===== src/scrr_defines.svh =====
// register offsets, field positions, reset values and timing counts
`ifndef SCRR_DEFINES_SVH
`define SCRR_DEFINES_SVH
`define SCRR_ADDR_CFG_A        15'h0000
`define SCRR_ADDR_CFG_B        15'h0001
`define SCRR_ADDR_PWR          15'h0002
`define SCRR_ADDR_CH_SEL       15'h0008
`define SCRR_BIT_SRST          0
`define SCRR_BIT_SRST_M        7
`define SCRR_BIT_LSBF          1
`define SCRR_BIT_LSBF_M        6
`define SCRR_BIT_ASC           2
`define SCRR_BIT_ASC_M         5
`define SCRR_BIT_DP_RST        1
`define SCRR_RST_CFG           8'h00
`define SCRR_RST_PWR           2'h0
`define SCRR_RST_CH_SEL        2'h3
`define SCRR_PWR_NORMAL        2'h0
`define SCRR_PWR_STANDBY       2'h2
`define SCRR_PWR_DOWN          2'h3
`define SCRR_BOOT_NS           5000000
`define SCRR_CLK_NS            8
// boot must end within the wait, so round down
`define SCRR_BOOT_CYC          (`SCRR_BOOT_NS / `SCRR_CLK_NS)
`endif


===== src/scrr_pkg.sv =====
// types shared by the configuration register bank
package scrr_pkg;
  typedef struct packed {
    logic        wr;
    logic        rd;
    logic [14:0] addr;
    logic [7:0]  wdata;
  } scrr_req_t;

  typedef struct packed {
    logic clk_en;
    logic dp_rst;
    logic link_en;
  } scrr_ch_ctl_t;

  typedef enum logic [1:0] {
    SCRR_RUN,
    SCRR_BOOT
  } scrr_state_t;
endpackage


===== src/scrr_chan_pwr.sv =====
// per-channel power-mode register and its decoded controls
`timescale 1ns/100ps
`default_nettype none
`include "scrr_defines.svh"
module scrr_chan_pwr
(
  // clock and reset
  input  wire logic                  clock,
  input  wire logic                  srst,
  input  wire logic                  clr,
  // write port
  input  wire logic                  we,
  input  wire logic [1:0]            wdata,
  // state
  output logic [1:0]                 mode_q,
  output var scrr_pkg::scrr_ch_ctl_t ctl
);
  always_ff @(posedge clock)
  begin
    if (srst || clr)
      mode_q <= `SCRR_RST_PWR;
    else if (we)
      mode_q <= wdata;
  end

  // unlisted code 01 is treated as normal operation
  always_comb
  begin
    ctl.clk_en  = 1'b1;
    ctl.dp_rst  = 1'b0;
    ctl.link_en = 1'b1;
    case (mode_q)
      `SCRR_PWR_STANDBY:
      begin
        ctl.clk_en = 1'b0;
      end
      `SCRR_PWR_DOWN:
      begin
        ctl.clk_en  = 1'b0;
        ctl.dp_rst  = 1'b1;
        ctl.link_en = 1'b0;
      end
      default:
      begin
        ctl.clk_en = 1'b1;
      end
    endcase
  end
endmodule
`default_nettype wire


===== src/scrr_regs.sv =====
// serial configuration, soft reset and channel power register bank
`timescale 1ns/100ps
`default_nettype none
`include "scrr_defines.svh"
module scrr_regs
#(
  parameter int unsigned BOOT_CYC = `SCRR_BOOT_CYC
)
(
  // clock and reset
  input  wire logic                  clock,
  input  wire logic                  srst,
  // register access from the serial frame decoder
  input  wire scrr_pkg::scrr_req_t   req,
  output logic [7:0]                 rdata_q,
  output logic                       rvalid_q,
  // serial port configuration
  output logic                       lsb_first,
  output logic                       addr_incr,
  output logic                       port_rst_q,
  output logic                       booting,
  // datapath control
  output logic                       dp_soft_rst_q,
  output var scrr_pkg::scrr_ch_ctl_t ch_a_ctl,
  output var scrr_pkg::scrr_ch_ctl_t ch_b_ctl
);
  // ----------------------------------------------------------------
  // state
  // ----------------------------------------------------------------
  logic [1:0]            cfg_a_q;     // {ascend, lsb first}
  logic [1:0]            ch_sel_q;
  logic [1:0]            pwr_a;
  logic [1:0]            pwr_b;
  logic [31:0]           boot_cnt_q;
  scrr_pkg::scrr_state_t state_q;
  logic                  wr_a;
  logic                  wr_b;
  logic                  wr_pwr;
  logic                  soft_rst;
  logic                  reload;

  assign wr_a   = req.wr && req.addr == `SCRR_ADDR_CFG_A;
  assign wr_b   = req.wr && req.addr == `SCRR_ADDR_CFG_B;
  assign wr_pwr = req.wr && req.addr == `SCRR_ADDR_PWR;
  // writing 0 to both reset bits does nothing
  assign soft_rst = wr_a && (req.wdata[`SCRR_BIT_SRST]
                    || req.wdata[`SCRR_BIT_SRST_M]);
  // clear on the reset write itself, so no stale mode outlives it
  assign reload = booting || soft_rst;

  // ----------------------------------------------------------------
  // soft reset and boot sequencing
  // ----------------------------------------------------------------
  // writes during boot are dropped; the host must honour the wait
  always_ff @(posedge clock)
  begin
    if (srst)
    begin
      state_q    <= scrr_pkg::SCRR_BOOT;
      boot_cnt_q <= 32'h0000_0000;
    end
    else
    begin
      case (state_q)
        scrr_pkg::SCRR_RUN:
        begin
          if (soft_rst)
          begin
            state_q    <= scrr_pkg::SCRR_BOOT;
            boot_cnt_q <= 32'h0000_0000;
          end
        end
        scrr_pkg::SCRR_BOOT:
        begin
          if (boot_cnt_q >= BOOT_CYC - 1)
            state_q <= scrr_pkg::SCRR_RUN;
          else
            boot_cnt_q <= boot_cnt_q + 32'h0000_0001;
        end
        default:
        begin
          state_q <= scrr_pkg::SCRR_RUN;
        end
      endcase
    end
  end

  assign booting = state_q == scrr_pkg::SCRR_BOOT;

  // one-cycle pulse; the reset bit itself never stores, so it self-clears
  always_ff @(posedge clock)
  begin
    if (srst)
      port_rst_q <= 1'b0;
    else
      port_rst_q <= soft_rst && !booting;
  end

  // ----------------------------------------------------------------
  // configuration A: bit order and address direction
  // ----------------------------------------------------------------
  // mirrored bits are ORed so either copy sets the mode
  always_ff @(posedge clock)
  begin
    if (srst || reload)
      cfg_a_q <= 2'(`SCRR_RST_CFG);
    else if (wr_a && !soft_rst)
    begin
      cfg_a_q[0] <= req.wdata[`SCRR_BIT_LSBF]
                    | req.wdata[`SCRR_BIT_LSBF_M];
      cfg_a_q[1] <= req.wdata[`SCRR_BIT_ASC]
                    | req.wdata[`SCRR_BIT_ASC_M];
    end
  end

  assign lsb_first = cfg_a_q[0];
  assign addr_incr = cfg_a_q[1];

  // ----------------------------------------------------------------
  // configuration B: datapath soft reset pulse
  // ----------------------------------------------------------------
  always_ff @(posedge clock)
  begin
    if (srst || booting)
      dp_soft_rst_q <= 1'b0;
    else
      dp_soft_rst_q <= wr_b && req.wdata[`SCRR_BIT_DP_RST];
  end

  // ----------------------------------------------------------------
  // channel select and local power registers
  // ----------------------------------------------------------------
  always_ff @(posedge clock)
  begin
    if (srst || reload)
      ch_sel_q <= `SCRR_RST_CH_SEL;
    else if (req.wr && req.addr == `SCRR_ADDR_CH_SEL)
      ch_sel_q <= req.wdata[1:0];
  end

  scrr_chan_pwr u_pwr_a
  (
    .clock  (clock),
    .srst   (srst),
    .clr    (reload),
    .we     (wr_pwr && ch_sel_q[0] && !booting),
    .wdata  (req.wdata[1:0]),
    .mode_q (pwr_a),
    .ctl    (ch_a_ctl)
  );

  scrr_chan_pwr u_pwr_b
  (
    .clock  (clock),
    .srst   (srst),
    .clr    (reload),
    .we     (wr_pwr && ch_sel_q[1] && !booting),
    .wdata  (req.wdata[1:0]),
    .mode_q (pwr_b),
    .ctl    (ch_b_ctl)
  );

  // ----------------------------------------------------------------
  // read back
  // ----------------------------------------------------------------
  always_ff @(posedge clock)
  begin
    if (srst)
    begin
      rdata_q  <= 8'h00;
      rvalid_q <= 1'b0;
    end
    else
    begin
      rvalid_q <= req.rd;
      if (req.rd)
      begin
        case (req.addr)
          `SCRR_ADDR_CFG_A:
            rdata_q <= {1'b0, cfg_a_q[0], cfg_a_q[1], 2'h0,
                        cfg_a_q[1], cfg_a_q[0], 1'b0};
          `SCRR_ADDR_PWR:
            rdata_q <= {6'h00, ch_sel_q[0] ? pwr_a : pwr_b};
          `SCRR_ADDR_CH_SEL:
            rdata_q <= {6'h00, ch_sel_q};
          default:
            rdata_q <= 8'h00;
        endcase
      end
    end
  end
endmodule
`default_nettype wire


===== config.mk =====
export PLATFORM = sky130hd
export DESIGN_NAME = scrr_regs
export DESIGN_NICKNAME = d
export VERILOG_FILES = /design/src/scrr_pkg.sv /design/src/scrr_chan_pwr.sv /design/src/scrr_regs.sv
export VERILOG_INCLUDE_DIRS = /design/src
export SDC_FILE = /design/constraint.sdc
export NUM_CORES = 1
export LEC_CHECK = 0
export BUFFER_PORTS_ARGS = -buffer_cell sky130_fd_sc_hd__buf_2
export CORE_MARGIN = 3
export CORE_UTILIZATION = 50
export DETAILED_ROUTE_END_ITERATION = 6
export GPL_TIMING_DRIVEN = 0
export HOLD_SLACK_MARGIN = 0.03
export PLACE_DENSITY = 0.82
export SLEW_MARGIN = 20
export SYNTH_ARGS = -nofsm -noshare
export SYNTH_HDL_FRONTEND = slang
export SYNTH_SLANG_ARGS = --single-unit
export TNS_END_PERCENT = 5

===== constraint.sdc =====
create_clock -name clock -period 5.1 [get_ports clock]
set_clock_uncertainty 0.05 [all_clocks]
set_input_delay 1.02 -clock clock [delete_from_list [all_inputs] [get_ports clock]]
set_output_delay 1.02 -clock clock [all_outputs]
set_load 0.01 [all_outputs]

==> results of run 1 <==
## cells by family after synthesis
logic type               Yosys count  synth area share
flip-flops                        48             0.400
adder cells (fa/ha/maj)            1           0.00520
AND/OR/NAND/NOR                  135             0.315
multiplexers                      10            0.0416
other                              1           0.00156
AO/OA/AOI/OAI                     59             0.188
buffers and inverters             25            0.0479
## how the worst max path moves through the flow
stage / from / endpoint / slack [ps]
after global routing: req[17] / ch_sel_q[1] / 2330
after CTS: req[17] / ch_sel_q[0] / 2440
after floorplan: req[17] / boot_cnt_q[2] / 2420
after detailed placement: req[17] / ch_sel_q[0] / 2120
final: req[17] / ch_sel_q[0] / 2440
after global placement: req[17] / ch_sel_q[1] / 2160
## critical path: cells and delay by family
kind	cells	cell delay (ps)
mux	1	220
buf+inv	1	90
simple gates	4	1480
## cell usage after synthesis, drive strengths merged (2+ instances only)
cell      n  share of area
nor3b     5          0.016
a21oi    10          0.021
inv       9          0.014
o2bb2ai   3          0.011
clkbuf    6         0.0094
nor4      4          0.013
and2     19          0.049
nand4     9          0.023
nand2    23          0.036
a311oi    5          0.018
dfxtp    48           0.40
nor3      8          0.021
or4       4          0.016
or2       4          0.010
a32oi     4          0.015
or3       3         0.0078
nor2b     6          0.016
o21ai     8          0.017
a31oi     9          0.026
and3      4          0.010
nand3    17          0.035
a311o     2         0.0083
buf      10          0.024
a21boi    2          0.011
nor2     17          0.027
o221a     2         0.0094
o32ai     2         0.0073
nand2b    9          0.023
o2111ai   2         0.0073
mux2i    10          0.042
## sequential cells by signal, summed over array words and instances, names as in the netlist
name            flops
boot_cnt_q         32
cfg_a_q             2
ch_sel_q            2
dp_soft_rst_q       1
port_rst_q          1
rdata_q             4
rvalid_q            1
state_q             1
u_pwr_a.mode_q      2
u_pwr_b.mode_q      2
## power groups by stage
stage                     Sequential, mW  Combinational, mW  Clock (mW)
after global routing               0.380             0.0380       0.254
after CTS                          0.380             0.0338       0.236
after detailed placement           0.389             0.0335           0
final                              0.380             0.0338       0.230
after global placement             0.388             0.0330           0
after floorplan                    0.388             0.0178           0
## routing by layer
metal	wire, um	GRT usage	part of all wire	vias to the layer above
met3	402	0.0409	0.071	12
met1	2460	0.278	0.44	1040
met4	96	0.0835	0.017	0
met2	2690	0.360	0.48	92
li1	-	-	-	1129
met5	0	0	0	-
## final cells by class
cell class              count  area, um^2  share of cell area
clock buffers               7        86.3              0.0312
inverters                   9        33.8              0.0122
flip-flops and latches     48         961               0.347
repair buffers             40         200              0.0723
plain buffers              16        81.3              0.0294
clock inverters             1        7.51             0.00271
well taps                  52        65.1              0.0235
multi-input cells         208        1340               0.482
## metrics by stage
stage                     setup slack, ps  total power [mW]  cell area, um^2  instances   util
after detailed placement             2120             0.422             2680        373  0.594
after global placement               2160             0.421             2680        373  0.594
final                                2440             0.643             2770        381  0.615
after global routing                 2330             0.672             2770        381  0.615
after CTS                            2440             0.650             2770        381  0.615
after floorplan                      2420             0.406             2410        281      -
==> metrics.md, run 1 <==
| Metric | Value |
|---|---|
| Outcome | complete, no violations |
| Rows | 24 |
| Flop-to-flop setup slack | 2740 ps |
| Placer Congestion | 0.928 |
| Die H | 75.3 um |
| Detailed placement HPWL | 4180 um |
| Avg WL per Cell | 14.8 um |
| Yosys cell types | 53 |
| CTS H-tree lvls | 2 |
| FFs w/ async S/R, synth | 0 |
| Post-route setup TNS | 0 ps |
| Most frequent cells in the layout | dfxtp_1, buf_2, nand2_1, and2_1 |
| Via/cell ratio | 5.97 |
| Synth Register Bits | 48 |
| CTS Buffer Depth | 2 |
| Top Ports | 47 |
| Final setup vio count | 0 |
| Worst path cell trace | buf_2, or4_4, nor4_2, and4b_1, mux2i_1, nand2b_1 |
| DR iter-0 viols | 221 |
| Crit Path Class | in2reg |
| Port Buf Inserts | 40 |
| Vias | 2273 |
| ANT nets after route | 0 |
| Hold path endpoint | boot_cnt_q[31] |
| Reg2Reg Depth | 7 |
| Fillers | 397 |
| Count of pins over their slew limit | 0 |
| CP Max Fanout | 5 |
| Tightest Pin Transition | 615 ps |
| Unrepaired setup endpoints after global routing | no |
| Comb pwr share | 0.053 |
| DRC | 0 |
| Clk slew on worst S/H paths | 90 ps |
| Fin Hold WS | 410 ps |
| Synth Area per Inst | 8.61 um^2 |
| Seq pwr share | 0.590 |
| Reg-to-reg endpoint | boot_cnt_q[1] |
| Critical path data required time | 5250 ps |
| P_int | 0.503 mW |
| Clk sink count | 48 |
| CTS tree | built |
| Max incr delay on CP | 550 ps |
| Core Area | 4500 um^2 |
| CTS root buffer | clkbuf_8 |
| Gr ovfl total | 0 |
| Register area share after synthesis | 0.400 |
| Initial Util | 0.534 |
| Hold Buf Count CTS | 0 |
| Crit start category | primary input |
| Total die area | 5680 um^2 |
| Die X | 75.3 um |
| Drt first pass iters | 5 |
| Cells after Synth | 279 |
| Crit Reg-Reg Startpoint | boot_cnt_q[0] |
| Hold Crit Depth | 1 |
| CP arrival | 2810 ps |
| P_leak | 1.10 nW |
| Final hold vios | 0 |
| Worst path slowest cell | or4_4 |
| N_diodes | 0 |
| Psw | 0.141 mW |
| Number of max-cap violations | 0 |
| VDD IR-drop max | 0.186 mV |
| Sw Ratio | 0.218 |
| Min-delay src | boot_cnt_q[31] |
| Tcrit/Tclk final | 0.522 |
| Post-synth EDFFs | 0 |
| Hold Crit Class | reg2reg |
| Most common cell after layout, fill and taps aside | dfxtp_1 |
| Final min period | 2660 ps |
| First-pass GRT wire length | 9560 um |
| CP endpoint kind | flop |
| Clock power frac | 0.357 |
| Peak Freq | 376 MHz |
| Synthesized area | 2400 um^2 |
| CTS resizes | 0 |
| Largest net degree at the start of global routing | 15 |
| Vias in the first global route | 2184 |
| Drt total wl | 5650 um |
| Nets@finish | 356 |
| Dominant synthesized flop cell | dfxtp_1 |
| YS warnings | 0 |
| CTS buffer count | 5 |
| Post-CTS Setup Inserts | 0 |
| Total track usage | 0.216 |
| Power per Cell Area | 232 nW/um^2 |
| Clk_lat worst skew | 300 ps |
| Antenna violations before repair | 0 |
| Share of layout cells above drive strength 1 | 0.204 |
| Max-slew headroom | 0.586 |
| Layout area overhead | 15.3% |
No activity file was read; power rests on OpenSTA's default activity.
==> run 2: changes to the inputs <==
--- a/config.mk
+++ b/config.mk
@@ -6,6 +6,7 @@
 export SDC_FILE = /design/constraint.sdc
 export NUM_CORES = 1
 export LEC_CHECK = 0
+export ABC_AREA = 1
 export BUFFER_PORTS_ARGS = -buffer_cell sky130_fd_sc_hd__buf_2
 export CORE_MARGIN = 3
 export CORE_UTILIZATION = 50
==> constraint.sdc (replaced) <==
create_clock -name clock -period 2.5 [get_ports clock]
set_clock_uncertainty 0.05 [all_clocks]
set_input_delay 0.5 -clock clock [delete_from_list [all_inputs] [get_ports clock]]
set_output_delay 0.5 -clock clock [all_outputs]
set_load 0.01 [all_outputs]
==> metrics.md, run 2 <==
| Metric | Value |
|---|---|
| Cells after Synth | 399 (+43%) |
| Vias in the first global route | 2359 (+8.0%) |
| First-pass GRT wire length | 10300 um (+7.6%) |
| Regs by FF count | boot_cnt_q x32, rdata_q x4 |
| Worst path cell trace | ha_1, nand2_1, nor2_1, inv_1, nor2_1, nand4_1, inv_1, nand2_1, nand2_1, nand2_1, nand2_1, nor2_1 |
| DR iter-0 viols | 173 (-22%) |
| Post-route setup TNS | 0 ps (unchanged) |
| Vias | 2584 (+14%) |
| Die X | 77.9 um (+3.4%) |
| CP arrival | 2080 ps (-730 ps) |
| Fillers | 445 (+12%) |
| Top reg by flops | boot_cnt_q |
| Top sig layer | met4 |
| Post-Synth XOR/XNOR Area | 0 (unchanged) |
| DRC | 0 (unchanged) |
| Largest net degree at the start of global routing | 17 (+2) |
| Main combinational cell family by area after synthesis | simple AND/OR/NAND/NOR gates |
| Final hold vios | 0 (unchanged) |
| Max incr delay on CP | 390 ps (-160 ps) |
| Tcrit/Tclk final | 0.765 |
| Crit start category | flop |
| Min-delay src | req[6] |
| Dominant synthesized flop cell | dfxtp_1 |
| Mux cell area share after synthesis | 0.00387 (-0.0378) |
| Post-synth EDFFs | 0 (unchanged) |
| YS warnings | 0 (unchanged) |
| Reg2Reg Depth | 12 (+5) |
| CTS root buffer | clkbuf_8 |
| Crit Reg-Reg Startpoint | boot_cnt_q[0] |
| Hold Crit Class | in2reg |
| Placer Congestion | 0.872 (-6.0%) |
| Synth top area share | 0.372 (-0.0281) |
| Worst path slowest cell | dfxtp_1 |
| Synthesized-area fraction occupied by adder cells | 0.00484 (-0.000365) |
| Post-CTS Setup Inserts | 0 (unchanged) |
| Clk sink count | 48 (unchanged) |
| Top cell type by total area after synthesis | dfxtp_1 |
| Detailed placement HPWL | 4240 um (+1.6%) |
| Unrepaired setup endpoints after global routing | no |
| Port Buf Inserts | 40 (unchanged) |
| CTS resizes | 0 (unchanged) |
| Top Ports | 47 (unchanged) |
| Via/cell ratio | 5.01 (-16%) |
| WL met3 | 335 um (-17%) |
| CTS buffer count | 5 (unchanged) |
| CP Max Fanout | 4 (-1) |
| Synth Area in Simple Gates | 0.411 (+0.0960) |
| Count leader, synth | nand2_1 |
| Clk_lat worst skew | 310 ps (about the same) |
| Most common cell on crit path | nand2_1 |
| Reg-to-reg endpoint | boot_cnt_q[18] |
| Util after Layout | 0.617 (+0.00229) |
| Synthesized area | 2580 um^2 (+7.5%) |
| Power per Cell Area | 479 nW/um^2 (+110%) |
| Core Area | 4850 um^2 (+7.6%) |
| Gr ovfl total | 0 (unchanged) |
| Rows | 25 (+4.2%) |
| Flop-to-flop setup slack | 590 ps (-2150 ps) |
| Register area share after synthesis | 0.372 (-0.0281) |
| Tightest Pin Transition | 515 ps (-100 ps) |
| Yosys cell types | 28 (-47%) |
| Hold Crit Depth | 3 (+2) |
| Critical path data required time | 2670 ps (-2580 ps) |
| Max-slew headroom | 0.657 (+0.0706) |
| Number of max-cap violations | 0 (unchanged) |
| Most frequent cells in the layout | nand2_1, nor2_1, inv_1, dfxtp_1, buf_2 |
| Largest cells by area after synthesis | dfxtp_1, nand2_1, nor2_1, inv_1, nand3_1 |
| Max FFs per register | 32 (unchanged) |
| Total power | 1.43 mW (+120%) |
| Clk slew on worst S/H paths | 100 ps (about the same) |
| Total die area | 6070 um^2 (+6.9%) |
| Synth Area in Compound Gates | 0.0818 (-0.107) |
| Avg WL per Cell | 11.3 um (-24%) |
| Most common cell after layout, fill and taps aside | nand2_1 |
| Total track usage | 0.206 (-0.0105) |
| Drt total wl | 5810 um (+2.7%) |
| Layout Cells excl Fill | 516 (+35%) |
| WL met1 | 2690 um (+9.4%) |
| Share of layout cells above drive strength 1 | 0.174 (-0.0299) |
| Outcome | complete, no violations |
| Layout area overhead | 15.8% |
| Post-synth top cells | nand2_1, nor2_1, inv_1 |
| Initial Util | 0.533 (about the same) |
| Nets@finish | 476 (+34%) |
| Peak Freq | 523 MHz |
| Final setup vio count | 0 (unchanged) |
| CTS Buffer Depth | 2 (unchanged) |
| Hold Buf Count CTS | 0 (unchanged) |
| N_diodes | 0 (unchanged) |
| Crit Path Class | reg2reg |
| FF+latch area | 961 um^2 (unchanged) |
| CTS H-tree lvls | 2 (unchanged) |
| Hold path endpoint | cfg_a_q[0] |
| Drt first pass iters | 4 (-1) |
| CTS tree | built |
| Placed insts | 508 (+36%) |
| Die H | 77.9 um (+3.4%) |
| Antenna violations before repair | 0 (unchanged) |
| VDD IR-drop max | 0.311 mV (+67%) |
| Final min period | 1910 ps |
| Routed wl met2 | 2710 um (+0.52%) |
| CP endpoint kind | flop |
| P_leak | 1.45 nW (+31%) |
| Synth Register Bits | 48 (unchanged) |
| FFs w/ async S/R, synth | 0 (unchanged) |
| Synth Area per Inst | 6.48 um^2 (-25%) |
| ANT nets after route | 0 (unchanged) |
| Area of the multi-input gates | 1310 um^2 (-2.0%) |
| Count of pins over their slew limit | 0 (unchanged) |
[run 2: changes by cell type in the layout (fill, tap and decap cells not counted), sizes merged, moves of 12 or more]
| cell | previous run | this run |
|---|---|---|
| nor2 | 17 | 72 |
| and2 | 19 | 0 |
| nand3 | 17 | 41 |
| a21oi | 10 | 22 |
| inv | 9 | 55 |
| nand2 | 23 | 102 |
[run 2: area by class of cell]
type / count / share of cell area
well taps: 67 / 0.0280
clock inverters: 3 / 0.0159
inverters: 55 / 0.0690
repair buffers: 40 / 0.0669
multi-input cells: 283 / 0.437
plain buffers: 15 / 0.0389
clock buffers: 5 / 0.0230
flip-flops and latches: 48 / 0.321
[run 2: power by group]
part	leakage (nW)	total [mW]	internal, mW	switching [mW]
logic	1.00	0.0750	0.0328	0.0422
registers	0.388	0.775	0.770	0.00473
clock network	0.0583	0.584	0.302	0.282
total	1.45	1.43	1.10	0.329
[run 2: critical path, delay by kind of cell (launching register included)]
kind                       cells  cell delay, ps
adders and majority gates      1             190
and+or+nand+nor                9             990
buffers and inverters          2             220
DFF                            1             390
[run 2: through the flow]
step	hold slack (ps)	cell area, um^2	setup WS (ps)
3_5_place_dp	373	2880	538
6_report	371	2990	587
3_3_place_gp	364	2880	576
5_1_grt	398	2990	428
2_1_floorplan	358	2590	817
4_1_cts	371	2990	649
[run 2: worst max path at each step]
stage / slack, ps / to / start / cells past startpoint
floorplan: 820 / boot_cnt_q[6] / req[21] / 11
global placement: 580 / boot_cnt_q[31] / req[13] / 11
detailed placement: 540 / boot_cnt_q[8] / req[13] / 12
CTS: 650 / boot_cnt_q[31] / boot_cnt_q[0] / 13
global route: 430 / boot_cnt_q[18] / boot_cnt_q[0] / 12
finish: 590 / boot_cnt_q[18] / boot_cnt_q[0] / 12
[run 2: logic make-up (layout without fill, tap and decap cells)]
kind of cell	after synthesis	after routing
buf+inv	70	118
mux	1	1
compound gates	41	41
flops	48	48
other cells	1	3
fa+ha+maj	1	1
simple gates	237	237
[run 2: metal layers]
metal  vias up  GRT usage
li1       1350          -
met1      1138      0.265
met2        88      0.346
met3         8     0.0360
met4         0     0.0699
met5         -          0
